## config.mk

```make
export PLATFORM = sky130hd
export DESIGN_NAME = vtie_vlan_tag
export DESIGN_NICKNAME = d
export VERILOG_FILES = /design/src/vtie_pkg.sv /design/src/vtie_vlan_tag.sv
export SDC_FILE = /design/constraint.sdc
export NUM_CORES = 1
export LEC_CHECK = 0
export ABC_CLOCK_PERIOD_IN_PS = 5600
export BUFFER_PORTS_ARGS = -buffer_cell sky130_fd_sc_hd__buf_2
export CELL_PAD_IN_SITES_DETAIL_PLACEMENT = 1
export CELL_PAD_IN_SITES_GLOBAL_PLACEMENT = 1
export CORE_AREA = 2 2 247 249
export DETAILED_ROUTE_END_ITERATION = 10
export DIE_AREA = 0 0 249 251
export PLACE_DENSITY_LB_ADDON = 0.1
export SLEW_MARGIN = 10
export SYNTH_ARGS = -nofsm -noshare
export SYNTH_HDL_FRONTEND = slang
export SYNTH_SLANG_ARGS = --single-unit
```

## constraint.sdc

```tcl
create_clock -name clk_sys_i -period 5.6 [get_ports clk_sys_i]
set_input_delay 0.56 -clock clk_sys_i [delete_from_list [all_inputs] [get_ports clk_sys_i]]
set_output_delay 0.56 -clock clk_sys_i [all_outputs]
set_load 0.03 [all_outputs]
```

## src/vtie_pkg.sv

```systemverilog
// constants and types for the vlan tag ingress/egress block
// Notes on behaviour
// after reset one vlan exists, id 1
// management accepts only default vlan traffic
// forward only to ports of frame's vlan
// undefined vlan ids are never forwarded
// tagged frame takes the vlan id it carries
// single vlan untagged, several vlans tagged
// access port untagged frames get port default
// access to trunk egress inserts a tag
// trunk traffic tagged, trunk has default id
// trunk untagged frames get port default id
// one default vlan id per port
// trunk accepts extra tagged vlan list
// tagged frame leaving access port is stripped
// trunk egress in tagged list keeps tag
// vlan ids limited 1..4094, default 1
// every port resets to access type
// tagged list applies only on trunk ports
// 4-byte 0x8100 tag after source, new fcs
// vlan not on receiving port is discarded
// non-member egress ports removed from set
`default_nettype none
package vtie_pkg;
    // ============================================================
    // sizes
    localparam int          NPORT          = 5;
    localparam int          NVLAN          = 8;
    localparam int          PORT_W         = 3;
    // ============================================================
    // vlan ids
    localparam logic [11:0] VID_DEFAULT    = 12'h001;
    localparam logic [11:0] VID_MAX        = 12'hffe;
    localparam logic [11:0] VID_NONE       = 12'h000;
    // ============================================================
    // register map
    localparam logic [7:0]  ADDR_PORT_BASE = 8'h00;
    localparam logic [7:0]  ADDR_VLAN_BASE = 8'h40;
    localparam logic [7:0]  ADDR_STATUS    = 8'h80;
    localparam int          VID_LSB        = 0;
    localparam int          TRUNK_BIT      = 16;
    localparam int          VALID_BIT      = 15;
    localparam int          TLIST_LSB      = 16;
    localparam int          DROPCNT_LSB    = 0;
    localparam int          FWDCNT_LSB     = 16;
    // ============================================================
    // frame editing
    localparam logic [15:0] TPID           = 16'h8100;
    localparam logic [10:0] TAG_POS        = 11'h00c;
    localparam logic [10:0] CNT_MAX        = 11'h7ff;
    localparam logic [31:0] CRC_INIT       = 32'hffffffff;
    localparam logic [31:0] CRC_POLY       = 32'hedb88320;
    typedef enum logic [1:0] {EG_KEEP, EG_INSERT, EG_STRIP} vtie_eg_mode_t;
    typedef enum logic [1:0] {ED_DATA, ED_TAG, ED_FCS} vtie_ed_state_t;
endpackage : vtie_pkg
`default_nettype wire

```

## src/vtie_vlan_tag.sv

```systemverilog
// vlan classification, membership filter and egress tag editor
//
// The address map and the strobed register port are this design's own decisions.
`timescale 1ns/1ns
`default_nettype none
module vtie_vlan_tag
    import vtie_pkg::*;
(
    input  wire logic                clk_sys_i,
    input  wire logic                reset_i,
    input  wire logic [7:0]          reg_addr_i,
    input  wire logic [31:0]         reg_wdata_i,
    input  wire logic                reg_wr_i,
    input  wire logic                reg_rd_i,
    output logic      [31:0]         reg_rdata_o,
    input  wire logic                cl_valid_i,
    input  wire logic [PORT_W-1:0]   cl_port_i,
    input  wire logic                cl_tagged_i,
    input  wire logic [11:0]         cl_vid_i,
    input  wire logic [NPORT-1:0]    cl_dest_i,
    input  wire logic                cl_to_mgmt_i,
    output logic                     cl_done_o,
    output logic                     cl_drop_o,
    output logic      [11:0]         cl_vid_o,
    output logic      [NPORT-1:0]    cl_fwd_o,
    output logic      [NPORT-1:0]    cl_tag_o,
    output logic                     cl_mgmt_o,
    input  wire logic                eg_valid_i,
    input  wire logic [7:0]          eg_data_i,
    input  wire logic                eg_last_i,
    input  wire vtie_eg_mode_t       eg_mode_i,
    input  wire logic [11:0]         eg_vid_i,
    output logic                     eg_ready_o,
    output logic                     out_valid_o,
    output logic      [7:0]          out_data_o,
    output logic                     out_last_o
);
    // ============================================================
    // state
    logic [11:0]       dvid_reg      [NPORT];
    logic [11:0]       dvid_next     [NPORT];
    logic [NPORT-1:0]  trunk_reg;
    logic [NPORT-1:0]  trunk_next;
    logic [11:0]       ent_vid_reg   [NVLAN];
    logic [11:0]       ent_vid_next  [NVLAN];
    logic [NVLAN-1:0]  ent_valid_reg;
    logic [NVLAN-1:0]  ent_valid_next;
    logic [NPORT-1:0]  ent_tl_reg    [NVLAN];
    logic [NPORT-1:0]  ent_tl_next   [NVLAN];
    logic [31:0]       rdata_reg;
    logic [31:0]       rdata_next;
    logic [15:0]       drop_cnt_reg;
    logic [15:0]       drop_cnt_next;
    logic [15:0]       fwd_cnt_reg;
    logic [15:0]       fwd_cnt_next;

    // ============================================================
    // helpers
    function automatic logic vid_ok(input logic [11:0] v);
        vid_ok = (v != VID_NONE) && (v <= VID_MAX);
    endfunction : vid_ok

    function automatic logic port_member(input logic [11:0] dv, input logic tr, input logic tl, input logic [11:0] v);
        port_member = (dv == v) || (tr && tl);
    endfunction : port_member

    function automatic logic [31:0] crc_byte(input logic [31:0] c, input logic [7:0] d);
        logic [31:0] x;
        x = c ^ {24'h000000, d};
        for (int i = 0; i < 8; i++) begin
            x = x[0] ? ((x >> 1) ^ CRC_POLY) : (x >> 1);
        end
        crc_byte = x;
    endfunction : crc_byte

    // ============================================================
    // register file
    always_comb begin
        dvid_next      = dvid_reg;
        trunk_next     = trunk_reg;
        ent_vid_next   = ent_vid_reg;
        ent_valid_next = ent_valid_reg;
        ent_tl_next    = ent_tl_reg;
        rdata_next     = 32'h00000000;
        if (reg_wr_i) begin
            for (int p = 0; p < NPORT; p++) begin
                if (reg_addr_i == ADDR_PORT_BASE + 8'(4 * p) && vid_ok(reg_wdata_i[VID_LSB +: 12])) begin
                    dvid_next[p]  = reg_wdata_i[VID_LSB +: 12];
                    trunk_next[p] = reg_wdata_i[TRUNK_BIT];
                end
            end
            for (int e = 0; e < NVLAN; e++) begin
                if (reg_addr_i == ADDR_VLAN_BASE + 8'(4 * e) &&
                    (!reg_wdata_i[VALID_BIT] || vid_ok(reg_wdata_i[VID_LSB +: 12]))) begin
                    ent_vid_next[e]   = reg_wdata_i[VID_LSB +: 12];
                    ent_valid_next[e] = reg_wdata_i[VALID_BIT];
                    ent_tl_next[e]    = reg_wdata_i[TLIST_LSB +: NPORT];
                end
            end
        end
        if (reg_rd_i) begin
            for (int p = 0; p < NPORT; p++) begin
                if (reg_addr_i == ADDR_PORT_BASE + 8'(4 * p)) begin
                    rdata_next[VID_LSB +: 12]  = dvid_reg[p];
                    rdata_next[TRUNK_BIT]      = trunk_reg[p];
                end
            end
            for (int e = 0; e < NVLAN; e++) begin
                if (reg_addr_i == ADDR_VLAN_BASE + 8'(4 * e)) begin
                    rdata_next[VID_LSB +: 12]      = ent_vid_reg[e];
                    rdata_next[VALID_BIT]          = ent_valid_reg[e];
                    rdata_next[TLIST_LSB +: NPORT] = ent_tl_reg[e];
                end
            end
            if (reg_addr_i == ADDR_STATUS) begin
                rdata_next[DROPCNT_LSB +: 16] = drop_cnt_reg;
                rdata_next[FWDCNT_LSB +: 16]  = fwd_cnt_reg;
            end
        end
    end

    always_ff @(posedge clk_sys_i) begin
        if (reset_i) begin
            for (int p = 0; p < NPORT; p++) begin
                dvid_reg[p] <= VID_DEFAULT;
            end
            trunk_reg <= '0;
            for (int e = 0; e < NVLAN; e++) begin
                ent_vid_reg[e] <= (e == 0) ? VID_DEFAULT : VID_NONE;
                ent_tl_reg[e]  <= '0;
            end
            ent_valid_reg <= NVLAN'(1);
            rdata_reg     <= 32'h00000000;
        end else begin
            dvid_reg      <= dvid_next;
            trunk_reg     <= trunk_next;
            ent_vid_reg   <= ent_vid_next;
            ent_valid_reg <= ent_valid_next;
            ent_tl_reg    <= ent_tl_next;
            rdata_reg     <= rdata_next;
        end
    end

    assign reg_rdata_o = rdata_reg;

    // ============================================================
    // ingress classification and forwarding set
    logic [11:0]      cls_vid;
    logic             hit;
    logic [NPORT-1:0] hit_tl;
    logic [NPORT-1:0] mem_mask;
    logic             drop_now;
    logic             done_reg,  done_next;
    logic             drop_reg,  drop_next;
    logic [11:0]      cvid_reg,  cvid_next;
    logic [NPORT-1:0] fwd_reg,   fwd_next;
    logic [NPORT-1:0] tag_reg,   tag_next;
    logic             mgmt_reg,  mgmt_next;

    always_comb begin
        cls_vid = VID_NONE;
        if (cl_tagged_i) begin
            cls_vid = cl_vid_i;
        end else if (32'(cl_port_i) < NPORT) begin
            cls_vid = dvid_reg[cl_port_i];
        end
        hit    = 1'b0;
        hit_tl = '0;
        for (int e = 0; e < NVLAN; e++) begin
            if (ent_valid_reg[e] && ent_vid_reg[e] == cls_vid && vid_ok(cls_vid)) begin
                hit    = 1'b1;
                hit_tl = ent_tl_reg[e];
            end
        end
    end

    genvar g;
    generate
        for (g = 0; g < NPORT; g++) begin : g_member
            assign mem_mask[g] = port_member(dvid_reg[g], trunk_reg[g], hit_tl[g], cls_vid);
        end
    endgenerate

    always_comb begin
        drop_now = 1'b1;
        for (int p = 0; p < NPORT; p++) begin
            if (32'(cl_port_i) == p && hit && mem_mask[p]) begin
                drop_now = 1'b0;
            end
        end
    end

    always_comb begin
        done_next     = cl_valid_i;
        drop_next     = 1'b0;
        cvid_next     = cvid_reg;
        fwd_next      = '0;
        tag_next      = '0;
        mgmt_next     = 1'b0;
        drop_cnt_next = drop_cnt_reg;
        fwd_cnt_next  = fwd_cnt_reg;
        if (cl_valid_i) begin
            cvid_next = cls_vid;
            drop_next = drop_now;
            if (drop_now) begin
                drop_cnt_next = drop_cnt_reg + 16'h0001;
            end else begin
                fwd_next     = cl_dest_i & mem_mask & ~(NPORT'(1) << cl_port_i);
                tag_next     = cl_dest_i & mem_mask & ~(NPORT'(1) << cl_port_i) & trunk_reg;
                mgmt_next    = cl_to_mgmt_i && cls_vid == VID_DEFAULT;
                fwd_cnt_next = fwd_cnt_reg + 16'h0001;
            end
        end
    end

    always_ff @(posedge clk_sys_i) begin
        if (reset_i) begin
            done_reg     <= 1'b0;
            drop_reg     <= 1'b0;
            cvid_reg     <= VID_NONE;
            fwd_reg      <= '0;
            tag_reg      <= '0;
            mgmt_reg     <= 1'b0;
            drop_cnt_reg <= 16'h0000;
            fwd_cnt_reg  <= 16'h0000;
        end else begin
            done_reg     <= done_next;
            drop_reg     <= drop_next;
            cvid_reg     <= cvid_next;
            fwd_reg      <= fwd_next;
            tag_reg      <= tag_next;
            mgmt_reg     <= mgmt_next;
            drop_cnt_reg <= drop_cnt_next;
            fwd_cnt_reg  <= fwd_cnt_next;
        end
    end

    assign cl_done_o = done_reg;
    assign cl_drop_o = drop_reg;
    assign cl_vid_o  = cvid_reg;
    assign cl_fwd_o  = fwd_reg;
    assign cl_tag_o  = tag_reg;
    assign cl_mgmt_o = mgmt_reg;

    // ============================================================
    // egress tag editor
    vtie_ed_state_t st_reg,   st_next;
    vtie_eg_mode_t  mode_reg, mode_next;
    vtie_eg_mode_t  cur_mode;
    logic [10:0]    cnt_reg,  cnt_next;
    logic [1:0]     sub_reg,  sub_next;
    logic           tagd_reg, tagd_next;
    logic [11:0]    evid_reg, evid_next;
    logic [31:0]    crc_reg,  crc_next;
    logic [7:0]     od_reg,   od_next;
    logic           ov_reg,   ov_next;
    logic           ol_reg,   ol_next;
    logic           ins_pend;
    logic           strip_byte;
    logic [7:0]     tag_byte;

    assign cur_mode   = (cnt_reg == 11'h000) ? eg_mode_i : mode_reg;
    assign ins_pend   = st_reg == ED_DATA && mode_reg == EG_INSERT && cnt_reg == TAG_POS && !tagd_reg;
    assign strip_byte = cur_mode == EG_STRIP && cnt_reg >= TAG_POS && cnt_reg < TAG_POS + 11'h004;
    assign eg_ready_o = st_reg == ED_DATA && !ins_pend;

    always_comb begin
        case (sub_reg)
            2'h0:    tag_byte = TPID[15:8];
            2'h1:    tag_byte = TPID[7:0];
            2'h2:    tag_byte = {4'h0, evid_reg[11:8]};
            default: tag_byte = evid_reg[7:0];
        endcase
    end

    always_comb begin
        st_next   = st_reg;
        mode_next = mode_reg;
        cnt_next  = cnt_reg;
        sub_next  = sub_reg;
        tagd_next = tagd_reg;
        evid_next = evid_reg;
        crc_next  = crc_reg;
        od_next   = 8'h00;
        ov_next   = 1'b0;
        ol_next   = 1'b0;
        case (st_reg)
            ED_DATA: begin
                if (ins_pend) begin
                    st_next  = ED_TAG;
                    sub_next = 2'h0;
                end else if (eg_valid_i) begin
                    if (cnt_reg == 11'h000) begin
                        mode_next = eg_mode_i;
                        evid_next = eg_vid_i;
                    end
                    if (!strip_byte) begin
                        od_next  = eg_data_i;
                        ov_next  = 1'b1;
                        crc_next = crc_byte(crc_reg, eg_data_i);
                    end
                    cnt_next = (cnt_reg == CNT_MAX) ? cnt_reg : cnt_reg + 11'h001;
                    if (eg_last_i) begin
                        st_next   = ED_FCS;
                        sub_next  = 2'h0;
                        cnt_next  = 11'h000;
                        tagd_next = 1'b0;
                    end
                end
            end
            ED_TAG: begin
                od_next  = tag_byte;
                ov_next  = 1'b1;
                crc_next = crc_byte(crc_reg, tag_byte);
                sub_next = sub_reg + 2'h1;
                if (sub_reg == 2'h3) begin
                    st_next   = ED_DATA;
                    tagd_next = 1'b1;
                end
            end
            ED_FCS: begin
                od_next  = ~crc_reg[8 * sub_reg +: 8];
                ov_next  = 1'b1;
                ol_next  = sub_reg == 2'h3;
                sub_next = sub_reg + 2'h1;
                if (sub_reg == 2'h3) begin
                    st_next  = ED_DATA;
                    crc_next = CRC_INIT;
                end
            end
            default: begin
                st_next = ED_DATA;
            end
        endcase
    end

    always_ff @(posedge clk_sys_i) begin
        if (reset_i) begin
            st_reg   <= ED_DATA;
            mode_reg <= EG_KEEP;
            cnt_reg  <= 11'h000;
            sub_reg  <= 2'h0;
            tagd_reg <= 1'b0;
            evid_reg <= VID_NONE;
            crc_reg  <= CRC_INIT;
            od_reg   <= 8'h00;
            ov_reg   <= 1'b0;
            ol_reg   <= 1'b0;
        end else begin
            st_reg   <= st_next;
            mode_reg <= mode_next;
            cnt_reg  <= cnt_next;
            sub_reg  <= sub_next;
            tagd_reg <= tagd_next;
            evid_reg <= evid_next;
            crc_reg  <= crc_next;
            od_reg   <= od_next;
            ov_reg   <= ov_next;
            ol_reg   <= ol_next;
        end
    end

    assign out_valid_o = ov_reg;
    assign out_data_o  = od_reg;
    assign out_last_o  = ol_reg;
endmodule : vtie_vlan_tag
`default_nettype wire
```

# Yosys cells after proc, flatten, opt, wreduce, memory -nomap -nowiden
# Cells that the tools add are included.
# totals
register_bits	370
memories	0
latchBits	0
in_bits	91
ramBits	0
rom_bits	0
# classes
n_bitwise	30
shift	2
addsub	4
reduce_logical	100
div	0
mux	100
order_cmp	6
mul	0
eq_ne	50
# op_table
op	count
32-bit two-way mux	20
13-bit NOT with 14-bit output	16
12-bit two-way mux	17
12-bit equality test	13
32-bit case mux with 3 select lines	1
8-bit by 7-bit equality test with 1-bit output, second input constant	8
32-bit by 8-bit XOR with 32-bit output	2
1-bit logical AND	53
6-bit two-way mux	8
8-bit case mux with 3 select lines	2
5-bit two-way mux	8
12-bit binary-select mux with 3-bit select	1
16-bit by 1-bit adder with 16-bit output, second input constant	2
32-bit by 6-bit indexed part select with 8-bit output	1
2-bit AND reduction	15
1-bit two-way mux	25
12-bit <= comparator, second input constant	2
8-bit two-way mux	3
12-bit nonzero test	2
11-bit two-way mux	2
21-bit two-way mux	1
8-bit by 4-bit equality test with 1-bit output, second input constant	2
2-bit two-way mux	8
5-bit bitwise AND	3
40 further kinds	77

# Depth between registers and ports, before layout
# Gate-level depths: netlist of run 1.
# depth
depth_word	27
mapped_depth	20
mapped_depth_nobuf	13

# Worst setup path after synthesis of run 1
# OpenSTA, ideal clock, no wires.
# synth_timing
kind	input -> register
from	input cl_port_i[2]
to	register drop_cnt_reg[1]
cell_stages	18
setup_time_ns	0.128
n_path_buf	5
arrival_ns	4.493
slack_ns	0.979
cell_sequence	or3_1 > buf_4 > o221a_4 > and2_1 > buf_4 > xnor2_1 > or4_1 > or4_1 > buf_2 > o21ai_0 > a21oi_1 > a22o_1 > o32a_1 > a22oi_2 > buf_2 > buf_4 > mux2i_1 > nor2_1
# synth_via
elab_chain_len	26
# synth_lines
element	line	text
start, declared	vtie_vlan_tag.sv:17	input wire logic [PORT_W-1:0] cl_port_i,
3-bit NOT with 4-bit output (implied by the code)	vtie_vlan_tag.sv:165	cls_vid = dvid_reg[cl_port_i];
12-bit binary-select mux with 3-bit select	vtie_vlan_tag.sv:165	
12-bit two-way mux (implied by the code) (2 in a row)	vtie_vlan_tag.sv:165	
12-bit two-way mux	vtie_vlan_tag.sv:164	end else if (32'(cl_port_i) < NPORT) begin
12-bit two-way mux	vtie_vlan_tag.sv:162	if (cl_tagged_i) begin
12-bit <= comparator, or another cell as far along	vtie_vlan_tag.sv:60	vid_ok = (v != VID_NONE) && (v <= VID_MAX);
1-bit logical AND (on tied branches)	vtie_vlan_tag.sv:60, vtie_vlan_tag.sv:170	
1-bit logical AND	vtie_vlan_tag.sv:170	if (ent_valid_reg[e] && ent_vid_reg[e] == cls_vid && vid_ok(cls_vid)) begin
5-bit two-way mux (8 in a row)	vtie_vlan_tag.sv:170	
1-bit logical AND	vtie_vlan_tag.sv:64	port_member = (dv == v) || (tr && tl);
1-bit logical OR	vtie_vlan_tag.sv:64	
1-bit logical AND	vtie_vlan_tag.sv:187	if (32'(cl_port_i) == p && hit && mem_mask[p]) begin
1-bit two-way mux (4 in a row)	vtie_vlan_tag.sv:187	
1-bit two-way mux *	vtie_vlan_tag.sv:187	
2-bit AND reduction (no line) *	-	
end signal, assigned	vtie_vlan_tag.sv:233	drop_cnt_reg <= drop_cnt_next;
end, declared	vtie_vlan_tag.sv:52	logic [15:0] drop_cnt_reg;
# Mark *: on every way between the ends. The rest lies on a longest branch, timed or not. The select of a mux whose other input is x is not followed.
# A chain may end at the register's enable or synchronous reset.

# Final worst setup path of run 1
# layout_timing
from	input cl_port_i[2]
to	register drop_cnt_reg[8]
# The elaborated chain is that of the path after synthesis.

==> results.md, run 1 <==
* Status: finished, final reports clean
* CTS resizes at 0
* Share of post-route cells with drive strength above 1 at 16.37%
* Clock latency on the worst-skew pair at 0.61 ns
* HPWL after DPL at 66690 um
* Syn Nets at 2741
* Number of flip-flops in the largest register at 96
* Crit path required time at 6.14 ns
* EDFF count, synth at 0
* CP arrival at 5.51 ns
* CTS tree: built
* Critical Setup Path Class: input pin to register
* Final #Nets at 2911
* Cts bufs inserted at 47
* Hold path startpoint: eg_vid_i[10]
* Number of distinct library cells after synthesis at 96
* Sequential area share after synthesis at 35.67%
* Die H at 251 um
* Crit Path Max Fanout at 23
* Setup TNS after final layout at 0 ns
* Tcrit/Tclk final at 88.75%
* Core Rows at 90
* Initial antenna violation count at 0
* Mapped Cells at 2638
* Area grow syn2layout at 18.45%
* Die Wd at 249 um
* First-pass GRT wire length at 134200 um
* Final wirelength at 88750 um
* Post-CTS Hold Buffers at 0
* GRT Total Usage at 27.90%
* Non-filler instance count after layout at 3629
* Post-CTS setup buffer count at 0
* GPL Wtd Cong at 0.9230
* VDD IR max at 0.2710 mV
* PortBufs at 144
* N_diodes at 0
* H-tree depth at 2
* Mux contribution to synthesized area at 3.983%
* Sinks on the clock net at 370
* Placed cell count at 3541
* Power Density at 360.0 nW/um2
* Vias per cell at 5.695
* Relative slew slack at 31.16%
* Pin count of the biggest net entering global routing at 132
* Worst slew pin tran at 1.025 ns
* Crit end category: register
* Clk slew on worst S/H paths at 0.06 ns
* Startpoint Class: input pin
* Largest family of logic cells by synthesized area: simple AND/OR/NAND/NOR gates
* Synth Area in Compound Gates at 20.10%
* Core Box Area at 59790 um2
* Iter 0 DRT Violations at 1256
* Adder-cell area share of the yosys netlist at 0.7230%
* Asr flop ratio synth at 0%
* Routed vias at 20670
* Leak at 9.087 nW
* Worst r2r src: dvid_reg[19]
* YS warnings at 0
* Maximum clock path buffer count at 3
* Final min period at 4.970 ns
* Die area at 62500 um2
* Critical Path Source: cl_port_i[2]
* DR pass1 iterations at 5
* RSZ-0062 raised after global routing: no
* #FFs+latches synth at 370
* Syn Area/Cell at 7.872 um2
* Post-Synth XOR/XNOR Area at 11.26%
* Vias in the first global route at 20940
* # Max-Cap Violations at 0
* Initial Util at 34.73%
* Synthesized cell area at 20770 um2
* Max Slew Vio Count at 0
* Root buffer cell: clkbuf_16
* Wire per inst at 24.46 um
* HP Class: input pin to register
* DRC viols at 0
* Max Clock Skew at 0.02890 ns
* Synth Area in Simple Gates at 24.00%
* Final count of hold timing violations at 0
* Highest clock rate at 201.2 MHz
* Ports at 159
* Main synth FF type: dfxtp_1
* Antenna Nets Post-Route at 0
* Setup Viol. Count Final at 0
* Grt total ovfl at 0
-- Yosys cell counts (17+ instances only) --
cell type	instances	share of area, %
nand2_1	540	9.8
dfxtp_1	370	36
a21oi_1	319	7.7
xnor2_1	169	7.1
nor2_1	131	2.4
clkbuf_1	129	2.3
o21ai_0	99	2.4
xor2_1	98	4.1
nand3_1	77	1.9
nand4_1	52	1.6
a22oi_1	43	1.6
mux2i_1	41	2.0
inv_1	36	0.65
nor3_1	34	0.82
nor4_1	34	1.0
and2_1	33	0.99
a221oi_1	25	1.1
and3_1	25	0.75
a211oi_1	21	0.76
nand3b_1	20	0.72
nor2b_1	20	0.60
a21o_1	17	0.61
-- area by class of cell --
cell class	count	area, um2
well taps	782	978.4
clock inverters	30	360.3
multi-input cells	2060	12500
inverters	37	138.9
flip-flops and latches	370	7407
clock buffers	58	1308
repair buffers	292	1904
fillers	7211	35200
-- worst max-delay path, cell delays in order --
cell and delay [ns]:
buf_2 0.16, buf_4 0.16, or2_2 0.41, o31a_1 0.39, nand2_1 0.33, buf_4 0.20, xor2_1 0.08, nor4_1 0.54
buf_4 0.24, and2_1 0.15, buf_4 0.13, o2111ai_1 0.15, a32oi_1 0.26, o21ai_2 0.15, a2111oi_4 0.38, a22oi_2 0.17
buf_12 0.20, buf_4 0.14, or4_1 0.50, a21oi_1 0.17
-- kinds of logic after synthesis --
logic type	after synthesis
xor+xnor	267
flops	370
compound gates	656
buf+inv	208
mux	69
simple gates	1056
fa+ha+maj	12
-- layer usage --
layer	vias to the layer above	global-route usage, %	routed length [um]
met5	-	0	0
met2	508	47.35	42140
met4	0	10.37	3152
met3	140	2.806	3533
li1	9593	-	-
met1	10430	36.68	39920
-- path summary, 6_finish.rpt --
kind	slack [ns]	endpoint	depth (start not counted)
worst max-delay path	0.63	drop_cnt_reg[8]	20
worst min-delay path	0.20	evid_reg[10]	3
worst max register to register	0.77	drop_cnt_reg[8]	18
worst min register to register	0.47	ent_tl_reg[28]	2
-- cells in the final DEF, fill, tap and decap left out, drive strengths merged, types with 8 or more instances in the layout --
cell type,synthesis,final
nand2,544,544
dfxtp,370,370
a21oi,319,319
buf,42,292
xnor2,169,169
nor2,132,132
o21ai,100,100
xor2,98,98
nand3,77,77
clkbuf,129,58
nand4,52,52
a22oi,51,51
mux2i,41,41
inv,36,37
nor4,35,35
nor3,35,35
and2,33,33
a221oi,26,26
and3,25,25
a211oi,25,25
nor2b,20,20
nand3b,20,20
mux2,20,20
clkinv,1,18
a21o,17,17
a211o,15,15
or3,14,14
ha,12,12
nand4b,11,11
nand2b,11,11
or4,11,11
a31oi,11,11
o22ai,9,9
o31ai,8,8
mux4,8,8
a21boi,8,8
-- through the flow --
step / hold slack [ns] / power [W] / area [um2] / util [%] / setup WS [ns]
6_report: 0.1964 / 0.008854 / 24600 / 41.14 / 0.6302
4_1_cts: 0.1691 / 0.008919 / 24600 / 41.14 / 0.6410
3_5_place_dp: 0.4520 / 0.005601 / 22930 / 38.35 / 0.002365
2_1_floorplan: 0.4363 / 0.004908 / 20770 / - / 0.9791
3_3_place_gp: 0.4435 / 0.005536 / 22930 / 38.35 / 0.04734
5_1_grt: 0.1930 / 0.009273 / 24600 / 41.14 / 0.3479
-- report_power, final --
| group | internal (W) | leakage [nW] | switching, W |
|---|---|---|---|
| combinational | 0.00115 | 5.28 | 0.00149 |
| clock | 0.00195 | 0.815 | 0.00133 |
| sequential | 0.00276 | 3.00 | 0.000172 |
Note: power is estimated with default switching activity, not from simulation.
==> run 2, diff against run 1 <==
- BUFFER_PORTS_ARGS: -buffer_cell sky130_fd_sc_hd__buf_2 -> -buffer_cell sky130_fd_sc_hd__clkbuf_2
==> run 2 against run 1 <==
- clock skew down 0.016 ns
- die area did not move
- total power decreased by 3.2%
- first-iteration DRC count increased by 15%
- highest routed layer unchanged
- largest cell class unchanged
==> results.md, run 2 (same netlist as run 1, synthesis figures left out) <==
* Worst r2r dst: fwd_cnt_reg[3]
* GPL Wtd Cong at 0.9440
* Die area at 62500 um2
* Max Slew Vio Count at 0
* PortBufs at 144
* Leak at 8.909 nW
* Crit Path Max Fanout at 9
* Area grow syn2layout at 17.02%
* Post-CTS setup buffer count at 0
* Relative slew slack at 20.50%
* Clk pwr share at 35.0%
* Worst slew pin tran at 1.186 ns
* Grt total ovfl at 0
* Die Wd at 249 um
* H-tree depth at 2
* Number of flip-flops in the largest register at 96
* Antenna Nets Post-Route at 0
* Initial Util at 34.73%
* R2R setup slack at 0.57 ns
* RSZ-0062 raised after global routing: no
* Critical Setup Path Class: input pin to register
* Switching share of power at 33.76%
* Most common library cell in the layout ignoring fill and taps: nand2_1
* R2r worst-path depth at 15
* Post-CTS Hold Buffers at 0
* Maximum clock path buffer count at 3
* Sinks on the clock net at 370
* Tcrit/Tclk final at 93.41%
* Crit path required time at 6.06 ns
* N_diodes at 0
* Final min period at 5.231 ns
* Crit end category: register
* Initial antenna violation count at 0
* Core Box Area at 59790 um2
* Final #Nets at 2894
* Power Density at 352.6 nW/um2
* CTS tree: built
* Internal power at 0.005676 W
* VDD IR max at 0.2656 mV
* Worst r2r src: dvid_reg[12]
* Net Switching at 0.002893 W
* Ports at 159
* Core Rows at 90
* Root buffer cell: clkbuf_16
* Clock latency on the worst-skew pair at 0.60 ns
* CTS resizes at 0
* Combinational share of power at 30.7%
* Overall power at 0.008569 W
* Clk slew on worst S/H paths at 0.06 ns
* Hold path startpoint: eg_mode_i[0]
* HP Class: input pin to register
* Startpoint Class: input pin
* DRC viols at 0
* Final count of hold timing violations at 0
* Setup TNS after final layout at 0 ns
* Max Clock Skew at 0.01329 ns
* Worst Hold End: mode_reg[0]
* CP arrival at 5.69 ns
* Pin count of the biggest net entering global routing at 87
* Flop pwr share at 34.3%
* GRT Total Usage at 27.65%
* Commonest cells after routing, fill and taps aside: 539 x nand2_1, 370 x dfxtp_1, 319 x a21oi_1
* Fillers at 7219
* Status: finished, final reports clean
* Share of post-route cells with drive strength above 1 at 15.51%
* Highest clock rate at 191.2 MHz
* Critical Path Source: cl_port_i[2]
* Routed vias at 20440
* Setup Viol. Count Final at 0
* Cts bufs inserted at 46
* First-pass GRT wire length at 132900 um
* Die H at 251 um
* Vias per cell at 5.667
* Worst hold path cell count at 3
* HPWL after DPL at 66730 um
* Final wirelength at 87720 um
* Wire per inst at 24.33 um
* DR pass1 iterations at 5
* Vias in the first global route at 21020
* # Max-Cap Violations at 0
* Iter 0 DRT Violations at 1440
[run 2: stage by stage]
stage | hold slack [ns] | instance area (um2) | cells | utilization (%) | setup WS [ns]
final | 0.1899 | 24300 | 3606 | 40.64 | 0.3693
after global routing | 0.2021 | 24300 | 3606 | 40.64 | 0.1501
after CTS | 0.1711 | 24300 | 3606 | 40.63 | 0.5114
after detailed placement | 0.4578 | 22800 | 3525 | 38.13 | -0.1177
after global placement | 0.4431 | 22800 | 3525 | 38.13 | -0.09261
after floorplan | 0.4363 | 20770 | 2638 | - | 0.9791
[run 2: worst max-delay path by stage]
stage                                  to  slack [ns]  cells past startpoint
final                      fwd_cnt_reg[3]        0.37                     16
after global routing       fwd_cnt_reg[3]        0.15                     16
after CTS                  fwd_cnt_reg[3]        0.51                     16
after detailed placement   fwd_cnt_reg[3]       -0.12                     16
after global placement    fwd_cnt_reg[12]       -0.09                     17
after floorplan           drop_cnt_reg[1]        0.98                     18
[run 2: area by class of cell]
type / instances / area, um2 / share of cell area [%]
multi-input cells: 2060 / 12500 / 51.45
flip-flops and latches: 370 / 7407 / 30.48
repair buffers: 276 / 1772 / 7.291
clock buffers: 68 / 1385 / 5.700
well taps: 782 / 978.4 / 4.027
inverters: 37 / 138.9 / 0.5715
clock inverters: 13 / 115.1 / 0.4737
[run 2: worst max-delay path, cell delays in order]
cell       delay [ns]
clkbuf_2         0.20
or3_1            0.55
o221a_4          0.38
and2_1           0.31
buf_4            0.24
xnor2_1          0.14
nor4_1           0.72
nand3_1          0.33
or3b_1           0.43
a211o_1          0.30
a32o_1           0.28
o32a_1           0.32
buf_4            0.22
a2111oi_1        0.45
xnor2_1          0.19
nor2_1           0.05
[run 2: power groups by stage]
stage	registers (W)	logic (W)	clock network, W
after floorplan	0.00296	0.00195	0
after global placement	0.00298	0.00257	0
after detailed placement	0.00299	0.00262	0
after CTS	0.00293	0.00265	0.00307
after global routing	0.00295	0.00288	0.00319
final	0.00294	0.00263	0.00300
[run 2: metal layers]
layer	wire length (um)	part of all wire [%]	global-route usage, %	up-vias
met1	39200	45	36.15	10220
met3	3551	4.0	2.992	159
li1	-	-	-	9576
met2	40940	47	46.02	482
met4	4028	4.6	12.48	0
met5	0	0	0	-
==> run 3, diff against run 2 <==
- MAX_ROUTING_LAYER: unset -> met4
==> run 3 against run 2 <==
- clock skew is 0.0049 ns higher
- clock power up 2%
- core utilization is 0.052 points higher
- global-route usage is 1.1 points higher
- register-to-register slack improved by 0.11 ns
- cell count about the same
- largest power group unchanged
- first-iteration DRC count down 3.7%
- critical endpoint is now fwd_cnt_reg[12]
- cell area grew 0.13%
- worst setup slack better by 0.13 ns
- sequential cell count did not move
==> results.md, run 3 (same netlist as run 1, synthesis figures left out) <==
* Most common library cell in the layout ignoring fill and taps: nand2_1
* Max Clock Skew at 0.01818 ns
* CTS resizes at 0
* Fillers at 7174
* HP Class: input pin to register
* Die Wd at 249 um
* Ports at 159
* Initial Util at 34.73%
* Status: finished, final reports clean
* Highest clock rate at 196.1 MHz
* Final wirelength at 88890 um
* Core Rows at 90
* Vias per cell at 5.699
* Cts bufs inserted at 46
* Final min period at 5.098 ns
* Commonest cells after routing, fill and taps aside: 540 x nand2_1, 370 x dfxtp_1, 319 x a21oi_1
* RSZ-0062 raised after global routing: no
* Leak at 8.898 nW
* Worst slew pin tran at 1.023 ns
* Vias in the first global route at 20860
* GRT Total Usage at 28.74%
* CTS tree: built
* CP arrival at 5.56 ns
* Crit end category: register
* Iter 0 DRT Violations at 1387
* DR pass1 iterations at 5
* Overall power at 0.008611 W
* Crit path required time at 6.06 ns
* Maximum clock path buffer count at 3
* Core Box Area at 59790 um2
* Fin Hold WS at 0.2004 ns
* Setup TNS after final layout at 0 ns
* Post-CTS Hold Buffers at 0
* Area grow syn2layout at 17.17%
* Tcrit/Tclk final at 91.04%
* H-tree depth at 2
* Die H at 251 um
* DRC viols at 0
* VDD IR max at 0.3359 mV
* Relative slew slack at 31.56%
* Clock latency on the worst-skew pair at 0.60 ns
* Grt total ovfl at 0
* # Max-Cap Violations at 0
* Reg area at 7407 um2
* Share of post-route cells with drive strength above 1 at 15.46%
* Routed vias at 20540
* Multi-input gate area at 12510 um2
* Crit Path Max Fanout at 9
* Pin count of the biggest net entering global routing at 142
* Max Slew Vio Count at 0
* GPL Wtd Cong at 0.9811
* Initial antenna violation count at 0
* Setup Viol. Count Final at 0
* Clk slew on worst S/H paths at 0.06 ns
* Startpoint Class: input pin
* Die area at 62500 um2
* HPWL after DPL at 67290 um
* First-pass GRT wire length at 134000 um
* Antenna Nets Post-Route at 0
* Critical Setup Path Class: input pin to register
* Setup ws final at 0.5016 ns
* Wire per inst at 24.67 um
* Sinks on the clock net at 370
* Root buffer cell: clkbuf_16
* Number of flip-flops in the largest register at 96
* Final #Nets at 2888
* Setup WS pre-CTS at 0.01990 ns
* Final count of hold timing violations at 0
* PortBufs at 144
* Post-CTS setup buffer count at 0
* Power Density at 353.9 nW/um2
run 3: per-stage QoR:
step	instance area, um2	cells	utilization, %
detailed placement	22780	3519	38.09
global placement	22780	3519	38.09
floorplan	20770	2638	-
finish	24330	3603	40.69
CTS	24320	3602	40.67
global route	24330	3602	40.69
run 3: cell type report:
cell class                 instances  area share [%]
antenna                            1         0.01028
clock buffer                      70           5.847
clock inverter                    13          0.4834
inverter                          37          0.5708
multi-input combinational       2060           51.42
sequential                       370           30.44
tap                              782           4.021
timing repair buffer             270           7.199
run 3: critical path, cell delays in order:
cell and delay, ns:
clkbuf_2 0.20, or3_1 0.55, o221a_4 0.38, and2_1 0.29, buf_4 0.22, xnor2_1 0.16, nor4_1 0.60, nand3_1 0.33
or3b_1 0.42, a211o_1 0.30, a32o_1 0.29, o32a_1 0.31, buf_4 0.21, a2111oi_1 0.39, buf_4 0.18, xnor2_1 0.10
nor2_1 0.05
run 3: worst paths after layout:
path,start,endpoint,slack (ns),cells after the start
setup reg to reg,dvid_reg[48],fwd_cnt_reg[12],0.68,16
hold reg to reg,ent_tl_reg[3],ent_tl_reg[3],0.47,2
hold / removal,eg_vid_i[2],evid_reg[2],0.20,3
setup / recovery,cl_port_i[2],fwd_cnt_reg[12],0.50,17
run 3: metal layers:
metal	track usage, %	part of all wire (%)	vias up
li1	-	-	9545
met5	-	0	-
met4	10.58	3.8	0
met1	36.90	45	10300
met2	46.81	47	534
met3	3.075	3.9	155
run 3: where the power goes:
group / switching (W) / leakage (nW) / internal (W) / total [W]
registers: 0.000175 / 3.00 / 0.00276 / 0.00294
clock network: 0.00126 / 0.763 / 0.00180 / 0.00306
logic: 0.00147 / 5.14 / 0.00115 / 0.00261
total: 0.00290 / 8.90 / 0.00571 / 0.00861
